===== src/verilog/timer_hlt_pkg.sv =====
// Constants, types and mode decoding for the hardware limit timer mode controller
package timer_hlt_pkg;

  // ----------------------------------------------------------------
  // Widths and reset values
  // ----------------------------------------------------------------
  localparam int COUNT_W = 8;
  localparam int MODE_W = 5;
  localparam logic [COUNT_W-1:0] COUNT_RESET = 8'h00;
  localparam logic [COUNT_W-1:0] COUNT_STEP = 8'h01;
  localparam logic RUN_RESET = 1'h0;
  localparam logic PWM_RESET = 1'h0;
  localparam logic SYNC_RESET = 1'h0;

  // ----------------------------------------------------------------
  // Mode field encodings
  // ----------------------------------------------------------------
  localparam logic [MODE_W-1:0] MODE_SW_GATE = 5'h00;
  localparam logic [MODE_W-1:0] MODE_GATE_HIGH_STOP = 5'h01;
  localparam logic [MODE_W-1:0] MODE_GATE_LOW_STOP = 5'h02;
  localparam logic [MODE_W-1:0] MODE_LIMIT_ANY = 5'h03;
  localparam logic [MODE_W-1:0] MODE_LIMIT_RISE = 5'h04;
  localparam logic [MODE_W-1:0] MODE_LIMIT_FALL = 5'h05;
  localparam logic [MODE_W-1:0] MODE_LIMIT_LOW = 5'h06;
  localparam logic [MODE_W-1:0] MODE_LIMIT_HIGH = 5'h07;
  localparam logic [MODE_W-1:0] MODE_OS_SW = 5'h08;
  localparam logic [MODE_W-1:0] MODE_OS_RISE = 5'h09;
  localparam logic [MODE_W-1:0] MODE_OS_FALL = 5'h0a;
  localparam logic [MODE_W-1:0] MODE_OS_ANY = 5'h0b;
  localparam logic [MODE_W-1:0] MODE_OSL_RISE = 5'h0c;
  localparam logic [MODE_W-1:0] MODE_OSL_FALL = 5'h0d;
  localparam logic [MODE_W-1:0] MODE_OSLV_LOW = 5'h0e;
  localparam logic [MODE_W-1:0] MODE_OSLV_HIGH = 5'h0f;
  localparam logic [MODE_W-1:0] MODE_MONO_RISE = 5'h11;
  localparam logic [MODE_W-1:0] MODE_MONO_FALL = 5'h12;
  localparam logic [MODE_W-1:0] MODE_MONO_ANY = 5'h13;

  // Bit of the mode field that gives the reset level in level modes
  localparam int LEVEL_SEL_BIT = 0;

  typedef enum {
    CL_GATE, CL_EDGE_LIMIT, CL_LEVEL_LIMIT, CL_SW_ONESHOT, CL_EDGE_ONESHOT,
    CL_EDGE_LIMIT_OS, CL_LEVEL_OS, CL_MONO, CL_RESERVED
  } mode_class_t;

  typedef struct packed {
    logic [MODE_W-1:0] mode;
    logic [COUNT_W-1:0] period;
    logic [COUNT_W-1:0] pulseWidth;
  } timer_cfg_t;

  // ----------------------------------------------------------------
  // Decoding
  // ----------------------------------------------------------------
  function automatic mode_class_t classOf(input logic [MODE_W-1:0] m);
    case (m)
      MODE_SW_GATE, MODE_GATE_HIGH_STOP, MODE_GATE_LOW_STOP: classOf = CL_GATE;
      MODE_LIMIT_ANY, MODE_LIMIT_RISE, MODE_LIMIT_FALL: classOf = CL_EDGE_LIMIT;
      MODE_LIMIT_LOW, MODE_LIMIT_HIGH: classOf = CL_LEVEL_LIMIT;
      MODE_OS_SW: classOf = CL_SW_ONESHOT;
      MODE_OS_RISE, MODE_OS_FALL, MODE_OS_ANY: classOf = CL_EDGE_ONESHOT;
      MODE_OSL_RISE, MODE_OSL_FALL: classOf = CL_EDGE_LIMIT_OS;
      MODE_OSLV_LOW, MODE_OSLV_HIGH: classOf = CL_LEVEL_OS;
      MODE_MONO_RISE, MODE_MONO_FALL, MODE_MONO_ANY: classOf = CL_MONO;
      default: classOf = CL_RESERVED;
    endcase
  endfunction

  function automatic logic edgeQualifies(input logic [MODE_W-1:0] m, input logic rise,
                                         input logic fall);
    case (m)
      MODE_LIMIT_RISE, MODE_OS_RISE, MODE_OSL_RISE, MODE_MONO_RISE: edgeQualifies = rise;
      MODE_LIMIT_FALL, MODE_OS_FALL, MODE_OSL_FALL, MODE_MONO_FALL: edgeQualifies = fall;
      MODE_LIMIT_ANY, MODE_OS_ANY, MODE_MONO_ANY: edgeQualifies = rise | fall;
      default: edgeQualifies = 1'b0;
    endcase
  endfunction

endpackage


===== src/verilog/ext_signal_sync.sv =====
// Three-stage synchroniser with agreement filter for the external reset signal
module ext_signal_sync (
  input wire logic clk,   // Timer clock
  input wire logic rst,   // Asynchronous reset, active high
  input wire logic pinIn, // Raw external level
  output logic level      // Filtered, synchronised level
);
  import timer_hlt_pkg::*;

  logic s1, s2, s3;

  always_ff @(posedge clk or posedge rst) begin
    if (rst) begin
      s1 <= SYNC_RESET;
      s2 <= SYNC_RESET;
      s3 <= SYNC_RESET;
    end else begin
      s1 <= pinIn;
      s2 <= s1;
      s3 <= s2;
    end
  end

  // A change is taken only once the last two stages agree
  always_ff @(posedge clk or posedge rst) begin
    if (rst) begin
      level <= SYNC_RESET;
    end else if (s2 == s3) begin
      level <= s3;
    end
  end

endmodule


===== src/verilog/timer_hlt.sv =====
// Mode controller of an 8-bit period timer with hardware limit, one-shot and monostable modes
// Overview of operation
// - Gate modes stop counting at the blocking level
// - Gate modes otherwise count as software gate
// - Edge limit modes reset count on chosen edge
// - Early edge reset restarts the PWM pulse
// - Level limit modes hold count at reset level
// - Level limit modes ignore signal while stopped
// - Level limit resets at match or held level
// - Level limit restart raises PWM drive
// - PWM stays high through a level reset
// - Software one-shot clears run at period match
// - Run pause resumes; new cycle needs match
// - Software one-shot PWM from run set to compare
// - Edge one-shot starts on qualifying edge
// - Edge one-shot needs fresh edge after pause
// - Limit one-shot starts then edges reset count
// - Limit one-shot ignores edges until run set
// - Limit one-shot PWM on start and reset edges
// - Level one-shot holds reset, starts on release
// - Level one-shot clears run, needs new edge
// - Level one-shot PWM only on starting edge
// - Monostable starts on edge, halts at match
// - Monostable PWM only on starting edge
// - Monostable parks count at zero, run kept
// - Free-running modes wrap to zero after match
module timer_hlt (
  input wire logic clk,                        // Timer clock
  input wire logic rst,                        // Asynchronous reset, active high
  input wire logic runSet,                     // Software sets the run bit, one-cycle pulse
  input wire logic runClear,                   // Software clears the run bit, one-cycle pulse
  input wire timer_hlt_pkg::timer_cfg_t cfg,   // Mode, period and pulse-width compare
  input wire logic extResetPin,                // External reset signal, asynchronous
  output logic [timer_hlt_pkg::COUNT_W-1:0] countValue, // Timer count
  output logic runBit,                         // Run bit, cleared by hardware in one-shots
  output logic pwmDrive,                       // Drive to the compare PWM unit
  output logic periodMatch                     // Period match seen, one-cycle pulse
);
  import timer_hlt_pkg::*;

  // ----------------------------------------------------------------
  // External signal conditioning
  // ----------------------------------------------------------------
  logic ersLevel, ersPrev;

  ext_signal_sync uSync (
    .clk(clk),
    .rst(rst),
    .pinIn(extResetPin),
    .level(ersLevel)
  );

  always_ff @(posedge clk or posedge rst) begin
    if (rst) begin
      ersPrev <= SYNC_RESET;
    end else begin
      ersPrev <= ersLevel;
    end
  end

  // ----------------------------------------------------------------
  // Decoding
  // ----------------------------------------------------------------
  mode_class_t cls;
  logic rise, fall, edgeHit, levelReset, releaseEv, gateOpen, match;
  logic started;

  assign cls = classOf(cfg.mode);
  assign rise = ersLevel & ~ersPrev;
  assign fall = ~ersLevel & ersPrev;
  assign edgeHit = edgeQualifies(cfg.mode, rise, fall);
  assign levelReset = (ersLevel == cfg.mode[LEVEL_SEL_BIT]);
  assign releaseEv = (ersLevel != cfg.mode[LEVEL_SEL_BIT])
                     && (ersPrev == cfg.mode[LEVEL_SEL_BIT]);
  assign match = (countValue == cfg.period);

  always_comb begin
    case (cfg.mode)
      MODE_GATE_HIGH_STOP: gateOpen = ~ersLevel;
      MODE_GATE_LOW_STOP: gateOpen = ersLevel;
      default: gateOpen = 1'b1;
    endcase
  end

  // ----------------------------------------------------------------
  // Count sequencing
  // ----------------------------------------------------------------
  logic [COUNT_W-1:0] next_count;
  logic advance, restart, hwClear, startEv, cycleEnd, matchEv;

  always_comb begin
    next_count = countValue;
    advance = 1'b0;
    restart = 1'b0;
    hwClear = 1'b0;
    startEv = 1'b0;
    cycleEnd = 1'b0;
    matchEv = 1'b0;
    if (runBit) begin
      case (cls)
        CL_GATE: begin
          if (gateOpen) begin
            if (match) begin
              next_count = COUNT_RESET;
              restart = 1'b1;
              matchEv = 1'b1;
            end else begin
              next_count = countValue + COUNT_STEP;
              advance = 1'b1;
            end
          end
        end
        CL_EDGE_LIMIT: begin
          if (edgeHit) begin
            next_count = COUNT_RESET;
            restart = 1'b1;
          end else if (match) begin
            next_count = COUNT_RESET;
            restart = 1'b1;
            matchEv = 1'b1;
          end else begin
            next_count = countValue + COUNT_STEP;
            advance = 1'b1;
          end
        end
        CL_LEVEL_LIMIT: begin
          if (levelReset) begin
            next_count = COUNT_RESET;
          end else begin
            restart = releaseEv;
            if (match) begin
              next_count = COUNT_RESET;
              restart = 1'b1;
              matchEv = 1'b1;
            end else begin
              next_count = countValue + COUNT_STEP;
              advance = 1'b1;
            end
          end
        end
        CL_SW_ONESHOT: begin
          if (match) begin
            next_count = COUNT_RESET;
            hwClear = 1'b1;
            cycleEnd = 1'b1;
            matchEv = 1'b1;
          end else begin
            next_count = countValue + COUNT_STEP;
            advance = 1'b1;
          end
        end
        CL_EDGE_ONESHOT, CL_MONO: begin
          if (started) begin
            if (match) begin
              next_count = COUNT_RESET;
              hwClear = (cls == CL_EDGE_ONESHOT);
              cycleEnd = 1'b1;
              matchEv = 1'b1;
            end else begin
              next_count = countValue + COUNT_STEP;
              advance = 1'b1;
            end
          end else begin
            startEv = edgeHit;
          end
        end
        CL_EDGE_LIMIT_OS: begin
          if (started) begin
            if (edgeHit) begin
              next_count = COUNT_RESET;
              restart = 1'b1;
            end else if (match) begin
              next_count = COUNT_RESET;
              hwClear = 1'b1;
              cycleEnd = 1'b1;
              matchEv = 1'b1;
            end else begin
              next_count = countValue + COUNT_STEP;
              advance = 1'b1;
            end
          end else begin
            startEv = edgeHit;
          end
        end
        CL_LEVEL_OS: begin
          if (levelReset) begin
            next_count = COUNT_RESET;
          end else if (started) begin
            if (match) begin
              next_count = COUNT_RESET;
              hwClear = 1'b1;
              cycleEnd = 1'b1;
              matchEv = 1'b1;
            end else begin
              next_count = countValue + COUNT_STEP;
              advance = 1'b1;
            end
          end else begin
            startEv = releaseEv;
          end
        end
        default: begin
        end
      endcase
    end
  end

  always_ff @(posedge clk or posedge rst) begin
    if (rst) begin
      countValue <= COUNT_RESET;
    end else begin
      countValue <= next_count;
    end
  end

  // ----------------------------------------------------------------
  // Run bit; a software set wins over a hardware clear
  // ----------------------------------------------------------------
  always_ff @(posedge clk or posedge rst) begin
    if (rst) begin
      runBit <= RUN_RESET;
    end else if (runSet) begin
      runBit <= 1'b1;
    end else if (runClear || hwClear) begin
      runBit <= 1'b0;
    end
  end

  // ----------------------------------------------------------------
  // Cycle tracking: armed-by-edge or software cycle in progress
  // ----------------------------------------------------------------
  logic swStart;

  assign swStart = (cls == CL_SW_ONESHOT) && runSet && (!started || cycleEnd);

  always_ff @(posedge clk or posedge rst) begin
    if (rst) begin
      started <= 1'b0;
    end else if (cls == CL_SW_ONESHOT) begin
      if (swStart) begin
        started <= 1'b1;
      end else if (cycleEnd) begin
        started <= 1'b0;
      end
    end else if (!runBit || cycleEnd || (cls == CL_LEVEL_OS && levelReset)) begin
      started <= 1'b0;
    end else if (startEv) begin
      started <= 1'b1;
    end
  end

  // ----------------------------------------------------------------
  // PWM drive and period match pulse
  // ----------------------------------------------------------------
  always_ff @(posedge clk or posedge rst) begin
    if (rst) begin
      pwmDrive <= PWM_RESET;
    end else if (restart || startEv || swStart) begin
      pwmDrive <= 1'b1;
    end else if (advance && countValue == cfg.pulseWidth) begin
      pwmDrive <= 1'b0;
    end
  end

  always_ff @(posedge clk or posedge rst) begin
    if (rst) begin
      periodMatch <= 1'b0;
    end else begin
      periodMatch <= matchEv;
    end
  end
endmodule


===== config.mk =====
export PLATFORM = sky130hd
export DESIGN_NAME = timer_hlt
export DESIGN_NICKNAME = d
export VERILOG_FILES = /design/src/verilog/timer_hlt_pkg.sv /design/src/verilog/ext_signal_sync.sv /design/src/verilog/timer_hlt.sv
export SDC_FILE = /design/constraint.sdc
export NUM_CORES = 1
export LEC_CHECK = 0
export ABC_CLOCK_PERIOD_IN_PS = 5700
export BUFFER_PORTS_ARGS = -buffer_cell sky130_fd_sc_hd__buf_2
export CAP_MARGIN = 5
export CORE_UTILIZATION = 42
export CTS_CLUSTER_SIZE = 12
export DETAILED_ROUTE_END_ITERATION = 12
export PLACE_DENSITY = 0.75
export SLEW_MARGIN = 20
export SYNTH_ARGS = -nofsm -noshare
export SYNTH_HDL_FRONTEND = slang
export SYNTH_HIERARCHICAL = 1
export SYNTH_SLANG_ARGS = --single-unit

===== constraint.sdc =====
create_clock -name clk -period 5.7 [get_ports clk]
set_input_delay 1.14 -clock clk [delete_from_list [all_inputs] [get_ports clk]]
set_output_delay 1.14 -clock clk [all_outputs]
set_load 0.03 [all_outputs]

# == Word level (Yosys, flattened, before mapping) ==
# Memories as Yosys holds them, arrays and structs flattened.
# Cells that the tools add are included.
# op_classes
add_sub_neg,1
eq_ne,32
mux,55
bitwise_logic,5
n_reduce_logical,25
# ops
operator,n
"32-bit by 3-bit == test with 1-bit output, second input constant",5
"32-bit by 2-bit == test with 1-bit output, second input constant",2
"32-bit by 4-bit == test with 1-bit output, second input constant",2
8-bit 2-to-1 mux,7
8-bit one-hot mux with 7 select lines,1
1-bit 2-to-1 mux,39
"32-bit by 1-bit == test with 1-bit output, second input constant",1
32-bit logical NOT,1
"5-bit by 4-bit == test with 1-bit output, second input constant",5
8-bit == test,2
"5-bit == test, second input constant",3
1-bit one-hot mux with 7 select lines,2
1-bit one-hot mux with 4 select lines,3
"5-bit by 2-bit == test with 1-bit output, second input constant",2
"5-bit by 3-bit == test with 1-bit output, second input constant",2
"8-bit by 1-bit adder with 8-bit output, second input constant",1
4-bit OR reduction,2
7-bit nonzero test,1
1-bit logical OR,6
3-bit OR reduction,2
"5-bit by 1-bit == test with 1-bit output, second input constant",1
1-bit logical AND,5
"2-bit inequality test, second input constant",2
1-bit one-hot mux with 2 select lines,2
13 further kinds,19
# word_totals
reg_bits,17
rom_bits,128
in_bits,26
output_inout_bits,11
elab_cells,129
memories,1
# memory_table
name,words,width,rd,rd_clocked_by_memory_dff,wr,line_no,text
(no name shown),32,4,1,0,0,timer_hlt_pkg.sv:56,case (m)

# == Longest topological paths before layout ==
# Gate-level depths: netlist of the first run.
# logic_depth
ltp_word,12
mapped_depth,9
depth_no_buf,8

# == By module ==
# The synthesis of the first run kept the hierarchy.
# by_module_without_submodules
mod,instances,cells_each,area_per_inst_um2,seq_area_each_um2
timer_hlt,1,206,1597.8,325.3
ext_signal_sync,1,6,115.1,100.1

# == Worst setup path after synthesis of the first run ==
# Ideal clock, no wire load.
# synth_timing
kind,input -> register
start,input cfg[19] (netlist bit)
end,register pwmDrive
arrival_time_ps,2657
t_required_ps,5562
path_slack_ps,2905
cell_stages,7
path_cell_list,buf_6 or2_4 o21a_4 nand2b_4 o41a_1 a2111oi_2 nand4_1
# synth_via
elab_chain_len,11
# synth_rtl
element,line_no,text
start: declaration,timer_hlt.sv:32,"input wire timer_hlt_pkg::timer_cfg_t cfg,"
branches (longest 11 deep; another with memory read 32 x 4 bit),--,
end signal: assignment,timer_hlt.sv:257,pwmDrive <= PWM_RESET;
end signal: assignment,timer_hlt.sv:259,pwmDrive <= 1'b1;
end signal: assignment,timer_hlt.sv:261,pwmDrive <= 1'b0;
end: declaration,timer_hlt.sv:36,"output logic pwmDrive,"
# Parallel ways; which one is timed is not known.
# A chain may end at the register's enable or synchronous reset.

# == Worst setup path in the final report of the first run ==
# layout_timing
start,input cfg[20] (netlist bit)
end,register countValue[6] (netlist bit)
# layout_via
elab_chain_len,6
# layout_rtl
element,line_no,text
branches (longest 6 deep; another with memory read 32 x 4 bit),--,
end signal: assignment,timer_hlt.sv:212,countValue <= next_count;
end: declaration,timer_hlt.sv:34,"output logic [timer_hlt_pkg::COUNT_W-1:0] countValue,"
# Parallel ways; which one is timed is not known. The select of a mux whose other input is x is not followed.

==> summary.md, run 1 <==
| Metric | Value |
|---|---|
| Placed wire-length estimate after detailed placement | `3170 µm` |
| Fraction of power consumed by combinational cells | `42.3%` |
| Via count of the first global-routing pass | `1453` |
| Register area share after synthesis | `24.8%` |
| Floorplan Core Area | `3800 µm²` |
| Reg-to-reg startpoint | `uSync/level$_DFFE_PP0N_` |
| Crit path required time | `between 5 and 6 ns` |
| Slowest cell delay on critical path | `0.47 ns` |
| Global route overflow | `0` |
| Worst Reg2Reg Path Length in Cells | `8` |
| Overall die area | `4340 µm²` |
| CTS Root Cell | `sky130_fd_sc_hd__clkbuf_8` |
| Clock tree from TritonCTS | `done` |
| Share of the synthesized area in the top cell type | `24.8%` |
| Detailed Route WL | `~4200 µm` |
| Last weighted congestion value of the routability-driven placer | `0.895` |
| Switching power total | `219 µW` |
| Number of max-cap violations | `0` |
| Setup violators final | `0` |
| Area growth from synthesis to layout | `10.6%` |
| Chip Width | `between 60 and 70 µm` |
| Final-report hold violation count | `0` |
| Vertical die dimension | `65.9 µm` |
| Most frequent cells in the layout | `36 x sky130_fd_sc_hd__buf_2, 22 x sky130_fd_sc_hd__nand2_1, 17 x sky130_fd_sc_hd__dfrtp_1` |
| Number of antenna repair diodes | `0` |
| Maximum frequency from static timing analysis | `361 MHz` |
| Net total in the final layout | `roughly 270` |
| Remaining routing DRC violations | `0` |
| Post-route minimum period | `2.77 ns` |
| Share of synthesized flip-flops with an asynchronous set or reset | `100%` |
| Net count after synthesis | `241` |
| Placement Rows | `22` |
| Cell leakage power | `0.000794 µW` |
| PwrDens | `about 260 nW/µm²` |
| Clock transition at the registers of the reported paths | `0.06 ns` |
| Power share of the clock group | `18.4%` |
| Maximum level of the CTS H-tree | `1` |
| Post_cts resized | `0` |
| Internal power consumption | `274 µW` |
| Detailed router's first-iteration violation count | `121` |
| Leading area contributor after synthesis | `sky130_fd_sc_hd__dfrtp_1` |
| Final clock period utilization by the worst path | `between 40% and 50%` |
| Total CTS buffers | `3` |
| Setup Fix Bufs, Post-CTS | `0` |
| Critical Path End Type | `register` |
| Synthesized cell area | `1710 µm²` |
| Register bit total from synthesis | `17` |
| Fraction of power consumed by sequential logic | `39.3%` |
| Routed length per placed instance | `14.6 µm` |
| Hold Crit Start | `uSync/s1$_DFF_PP0_` |
| Worst ir drop on vdd | `186 µV` |
| Post-Synthesis Cells | `about 210` |
| Post-DRT Antenna Nets | `0` |
| Critical path start-end classification | `in -> reg` |
| Ranking of synthesized cells by area | `sky130_fd_sc_hd__dfrtp_1 25%, sky130_fd_sc_hd__xnor2_1 5.1%, sky130_fd_sc_hd__xor2_1 5.1%` |
| Hold_buf cts | `0` |
| Count of vias placed by the detailed router | `1703` |
| Antenna violations before repair | `0` |
| Slew margin rel. | `between 60% and 70%` |
| Mean area per synthesized cell | `8.08 µm²` |
| First-pass GRT wire length | `6710 µm` |
| Sum Neg Setup Slack | `0 ns` |
| Switching share of total power | `around 44%` |
| Distinct cell type count of the synthesized netlist | `59` |
| Starting utilization of the core area | `a little under half` |
| Worst slack, placed | `2.71 ns` |
| Pre-Repair DR Iteration Count | `5` |
| Fillcell total | `between 300 and 400` |
| Reg2reg end | `periodMatch$_DFF_PP0_` |
| Count of input and output buffers | `36` |
| Largest net degree at the start of global routing | `22` |
| Proportion of layout cells with a drive suffix above 1 | `roughly 22%` |
| I/O pin cnt | `37` |
| PnR Total Power | `slightly below 500 µW` |
| Drt via density | `about 6.0` |
| Worst Hold End | `uSync/s2$_DFF_PP0_` |
| Count of flip-flops with a built-in enable after synthesis | `0` |
| Launching element type of the critical path | `input pin` |
| Clock Skews | `0.00598 ns` |
| Synth Warn # | `6` |
| Run status | `completed` |
| Clock latency on the worst-skew pair | `approximately 0.25 ns` |
| Commonest non-fill, non-tap cell in the layout | `sky130_fd_sc_hd__buf_2` |
| Type of the most critical hold path | `reg -> reg` |
| CTS sink cnt | `17` |
| Cell-by-cell trace of the critical path | `buf_2 -> nand2b_1 -> o32a_1 -> or2b_1 -> a31oi_4 -> o2111ai_1 -> nand3_1` |
| Synth Flop Type | `sky130_fd_sc_hd__dfrtp_1` |
| Final Max Slew Viols | `0` |
| Data arrival time of the critical path | `2.95 ns` |
| Slack of the worst reg-to-reg path | `approximately 3.2 ns` |
| Maximum root-to-sink buffer count | `2` |
| Worst Setup Slack, final | `2.93 ns` |
| Cells on Worst Hold Path | `0` |
| Slew at the pin closest to its max-slew limit | `0.568 ns` |
| Unrepaired setup endpoints after global routing | `false` |
| Crit Path Max Fanout | `13` |
| Combined global-route utilization of all metal layers | `19.9%` |
| Master of the slowest instance on the critical path | `sky130_fd_sc_hd__o32a_1` |
critical path, delay by kind of cell:
| family | cells | cell delay, ns |
|---|---|---|
| AO/OA/AOI/OAI | 3 | 0.92 |
| buffers and inverters | 1 | 0.18 |
| AND/OR/NAND/NOR | 3 | 0.71 |
cell usage after synthesis (4+ instances only):
master                      count
sky130_fd_sc_hd__o21ai_0       10
sky130_fd_sc_hd__xor2_1        10
sky130_fd_sc_hd__xnor2_1       10
sky130_fd_sc_hd__inv_1         13
sky130_fd_sc_hd__nor2_1        13
sky130_fd_sc_hd__buf_2          8
sky130_fd_sc_hd__nor3_1         6
sky130_fd_sc_hd__nand4_1        5
sky130_fd_sc_hd__a31oi_1        4
sky130_fd_sc_hd__nand3_1       10
sky130_fd_sc_hd__o22ai_1        4
sky130_fd_sc_hd__a21oi_1        9
sky130_fd_sc_hd__o2111ai_1      4
sky130_fd_sc_hd__a211oi_1       5
sky130_fd_sc_hd__nand2_1       22
sky130_fd_sc_hd__dfrtp_1       17
kinds of logic after synthesis:
| group | after synthesis | synth area share [%] |
|---|---|---|
| AOI/OAI and AO/OA | 62 | 27.5 |
| and+or+nand+nor | 80 | 25.1 |
| muxes | 1 | 0.584 |
| xor gates and xnor gates | 20 | 10.2 |
| DFF | 17 | 24.8 |
| buffers and inverters | 28 | 8.91 |
| adders and majority gates | 4 | 2.85 |
through the flow:
| step | instances | hold WS (ns) | area, µm² | util [%] |
|---|---|---|---|---|
| after floorplan | 212 | 0.331 | 1710 | - |
| after global placement | 281 | 0.340 | 1850 | 48.7 |
| after detailed placement | 281 | 0.346 | 1850 | 48.7 |
| after CTS | 285 | 0.361 | 1890 | 49.9 |
| after global routing | 285 | 0.372 | 1890 | 49.9 |
| final | 285 | 0.358 | 1890 | 49.9 |
sequential cells by signal (all words and copies together) (netlist names):
register     flops
uSync/level      1
started          1
runBit           1
uSync/s3         1
countValue       8
ersPrev          1
periodMatch      1
pwmDrive         1
uSync/s2         1
uSync/s1         1
final cells by class:
class                           instances  area [µm²]  area share (%)
Multi-Input combinational cell        167        1130            59.9
Sequential cell                        17         425            22.5
Timing Repair Buffer                   36         180            9.51
Tap cell                               48        60.1            3.17
Inverter                               13        48.8            2.58
Clock buffer                            4        45.0            2.38
metal layers:
layer  share of wire [%]  wire length (µm)  GRT usage [%]  up-vias
met1                  45              1890           28.3      773
met5                   0                 0              0        -
met2                  45              1870           30.2       93
li1                    -                 -              -      827
met3                 8.1               337           4.31       10
met4                 1.8                76           4.89        0
power by group through the flow:
stage	registers [µW]	clock network [µW]	logic, µW
after global placement	195	0	206
after global routing	200	98.7	227
after detailed placement	196	0	205
final	193	90.6	208
after CTS	194	93.5	207
after floorplan	198	0	155
how the worst max path moves through the flow:
stage / from / to
finish: cfg[20] / countValue[6]$_DFFE_PP0P_
global route: cfg[17] / countValue[7]$_DFFE_PP0P_
CTS: cfg[18] / pwmDrive$_DFFE_PP0P_
detailed placement: cfg[18] / pwmDrive$_DFFE_PP0P_
global placement: cfg[18] / pwmDrive$_DFFE_PP0P_
floorplan: cfg[19] / pwmDrive$_DFFE_PP0P_
No activity file was read; power rests on OpenSTA's default activity.
==> run 2: changes to the inputs <==
ABC_CLOCK_PERIOD_IN_PS = 2250   (was 5700)
PLACE_DENSITY = 0.78   (was 0.75)
clock period = 2.25 ns   (was 5.7 ns; I/O delays follow)
==> run 2 against run 1 <==
Utilization rose by 6.5 points. First-iteration DRC count rose by 11%. Final cell count rose by 10%. Clock skew fell by 0.00099 ns. Routed wire length rose by 12%. Register-to-register slack got worse by 3.1 ns. Global-route usage rose by 3.7 points. Setup slack got worse by 2.8 ns. Clock power rose to 2.6 times the previous value. Highest routed layer unchanged.
==> summary.md, run 2 (synthesis results as in run 1) <==
| Metric | Value |
|---|---|
| Run status | `completed` |
| Reg2reg end | `countValue[7]$_DFFE_PP0P_` |
| Clock latency on the worst-skew pair | `0.26 ns (about the same)` |
| CTS sink cnt | `17 (unchanged)` |
| Final clock period utilization by the worst path | `about 95%` |
| First-pass GRT wire length | `7690 µm (+15%)` |
| Number of flip-flops under the largest register name | `8 (unchanged)` |
| Drt via density | `5.78 (-3.2%)` |
| Clock transition at the registers of the reported paths | `0.06 ns (about the same)` |
| Count of input and output buffers | `36 (unchanged)` |
| Maximum level of the CTS H-tree | `1 (unchanged)` |
| Unrepaired setup endpoints after global routing | `false` |
| Worst Reg2Reg Path Length in Cells | `8 (unchanged)` |
| Combined global-route utilization of all metal layers | `23.6% (+3.7 points)` |
| Number of antenna repair diodes | `0 (unchanged)` |
| Count of vias placed by the detailed router | `1816 (+6.6%)` |
| Post-route minimum period | `2.14 ns` |
| Total CTS buffers | `3 (unchanged)` |
| Final-report hold violation count | `0 (unchanged)` |
| Most frequent cells in the layout | `36 x sky130_fd_sc_hd__buf_2, 28 x sky130_fd_sc_hd__buf_4, 22 x sky130_fd_sc_hd__nand2_1` |
| Critical Path End Type | `register` |
| Pre-Repair DR Iteration Count | `4 (-1)` |
| Final Max Slew Viols | `0 (unchanged)` |
| Antenna violations before repair | `0 (unchanged)` |
| Worst ir drop on vdd | `374 µV (+100%)` |
| Clock tree from TritonCTS | `done` |
| Post-DRT Antenna Nets | `0 (unchanged)` |
| Crit Path Max Fanout | `9 (-4)` |
| Launch point of the worst path | `uSync/level$_DFFE_PP0N_` |
| Setup Fix Bufs, Post-CTS | `0 (unchanged)` |
| Detailed router's first-iteration violation count | `134 (+11%)` |
| Crit path required time | `2.43 ns (-3.45 ns)` |
| Launching element type of the critical path | `register` |
| Type of the most critical hold path | `in -> async` |
| Routed length per placed instance | `14.9 µm (+1.8%)` |
| Placed wire-length estimate after detailed placement | `3700 µm (+17%)` |
| Remaining routing DRC violations | `0 (unchanged)` |
| Register name with the most flops | `countValue` |
| CTS Root Cell | `sky130_fd_sc_hd__clkbuf_8` |
| Proportion of layout cells with a drive suffix above 1 | `31.6% (+9.2 points)` |
| Cell leakage power | `0.000942 µW (+19%)` |
| Detailed Route WL | `4680 µm (+12%)` |
| Overall die area | `4340 µm² (unchanged)` |
| Vertical die dimension | `65.9 µm (unchanged)` |
| Starting utilization of the core area | `45.1% (unchanged)` |
| PnR Total Power | `1380 µW (+180%)` |
| Number of max-cap violations | `0 (unchanged)` |
| Last weighted congestion value of the routability-driven placer | `0.955 (+6.7%)` |
| Slack of the worst reg-to-reg path | `0.11 ns (-3.07 ns)` |
| Critical path start-end classification | `reg -> reg` |
| Setup violators final | `0 (unchanged)` |
| Global route overflow | `0 (unchanged)` |
| Via count of the first global-routing pass | `1627 (+12%)` |
| Maximum root-to-sink buffer count | `2 (unchanged)` |
| Slew margin rel. | `63.1% (+1.3 points)` |
| Largest net degree at the start of global routing | `14 (-36%)` |
| Placement Rows | `22 (unchanged)` |
| Sum Neg Setup Slack | `0 ns (unchanged)` |
| Net total in the final layout | `296 (+11%)` |
| Commonest non-fill, non-tap cell in the layout | `sky130_fd_sc_hd__buf_2` |
| Reg-to-reg startpoint | `uSync/level$_DFFE_PP0N_` |
| Floorplan Core Area | `3800 µm² (unchanged)` |
| Hold_buf cts | `0 (unchanged)` |
| Chip Width | `65.9 µm (unchanged)` |
| Clock Skews | `0.00499 ns (-0.000989 ns)` |
| Data arrival time of the critical path | `2.32 ns (-0.63 ns)` |
| Area growth from synthesis to layout | `24.9%` |
| Slew at the pin closest to its max-slew limit | `0.552 ns (-0.0159 ns)` |
| Maximum frequency from static timing analysis | `468 MHz` |
| PwrDens | `645 nW/µm² (+150%)` |
| I/O pin cnt | `37 (unchanged)` |
| Post_cts resized | `0 (unchanged)` |
run 2: worst max-delay path by stage:
stage / slack (ns) / end / cells after the start
floorplan: 0.09 / pwmDrive$_DFFE_PP0P_ / 8
global placement: 0.05 / countValue[7]$_DFFE_PP0P_ / 8
detailed placement: 0.04 / pwmDrive$_DFFE_PP0P_ / 7
CTS: 0.03 / countValue[7]$_DFFE_PP0P_ / 8
global route: 0.007 / countValue[0]$_DFFE_PP0P_ / 8
finish: 0.11 / countValue[7]$_DFFE_PP0P_ / 8
run 2: report_power, final:
part	switching, µW	internal, µW	total [µW]	leakage [µW]
registers	46.5	359	405	0.000210
logic	434	306	739	0.000710
clock network	110	126	236	0.0000228
run 2: cell type report:
class	count	area, µm²
multi-input combinational	167	1150
inverter	13	48.8
clock buffer	4	45.0
tap	48	60.1
timing repair buffer	65	410
sequential	17	425
fill	352	1660
run 2: worst max-delay path, cell delays in order (launching register included):
cell                        delay [ns]
sky130_fd_sc_hd__dfrtp_1          0.37
sky130_fd_sc_hd__buf_4            0.13
sky130_fd_sc_hd__buf_4            0.16
sky130_fd_sc_hd__or3b_1           0.44
sky130_fd_sc_hd__a2111oi_4        0.47
sky130_fd_sc_hd__nor4_4           0.12
sky130_fd_sc_hd__o21ai_2          0.16
sky130_fd_sc_hd__a31oi_1          0.07
sky130_fd_sc_hd__mux2i_1          0.15
run 2: per-stage QoR:
| stage | instances | setup slack, ns | hold WS (ns) | utilization (%) | instance area, µm² |
|---|---|---|---|---|---|
| CTS | 314 | 0.0282 | 0.0632 | 55.9 | 2120 |
| global route | 314 | 0.00675 | 0.0828 | 56.3 | 2140 |
| floorplan | 212 | 0.0905 | 0.216 | - | 1710 |
| finish | 314 | 0.112 | 0.0644 | 56.3 | 2140 |
| detailed placement | 310 | 0.0413 | 0.342 | 54.7 | 2080 |
| global placement | 310 | 0.0496 | 0.344 | 54.7 | 2080 |
run 2: routing by layer:
metal,vias up,global-route usage [%],wire [µm]
met5,-,0,0
li1,883,-,-
met2,69,36.2,2130
met1,855,32.6,2140
met3,9,4.14,314
met4,0,8.97,90
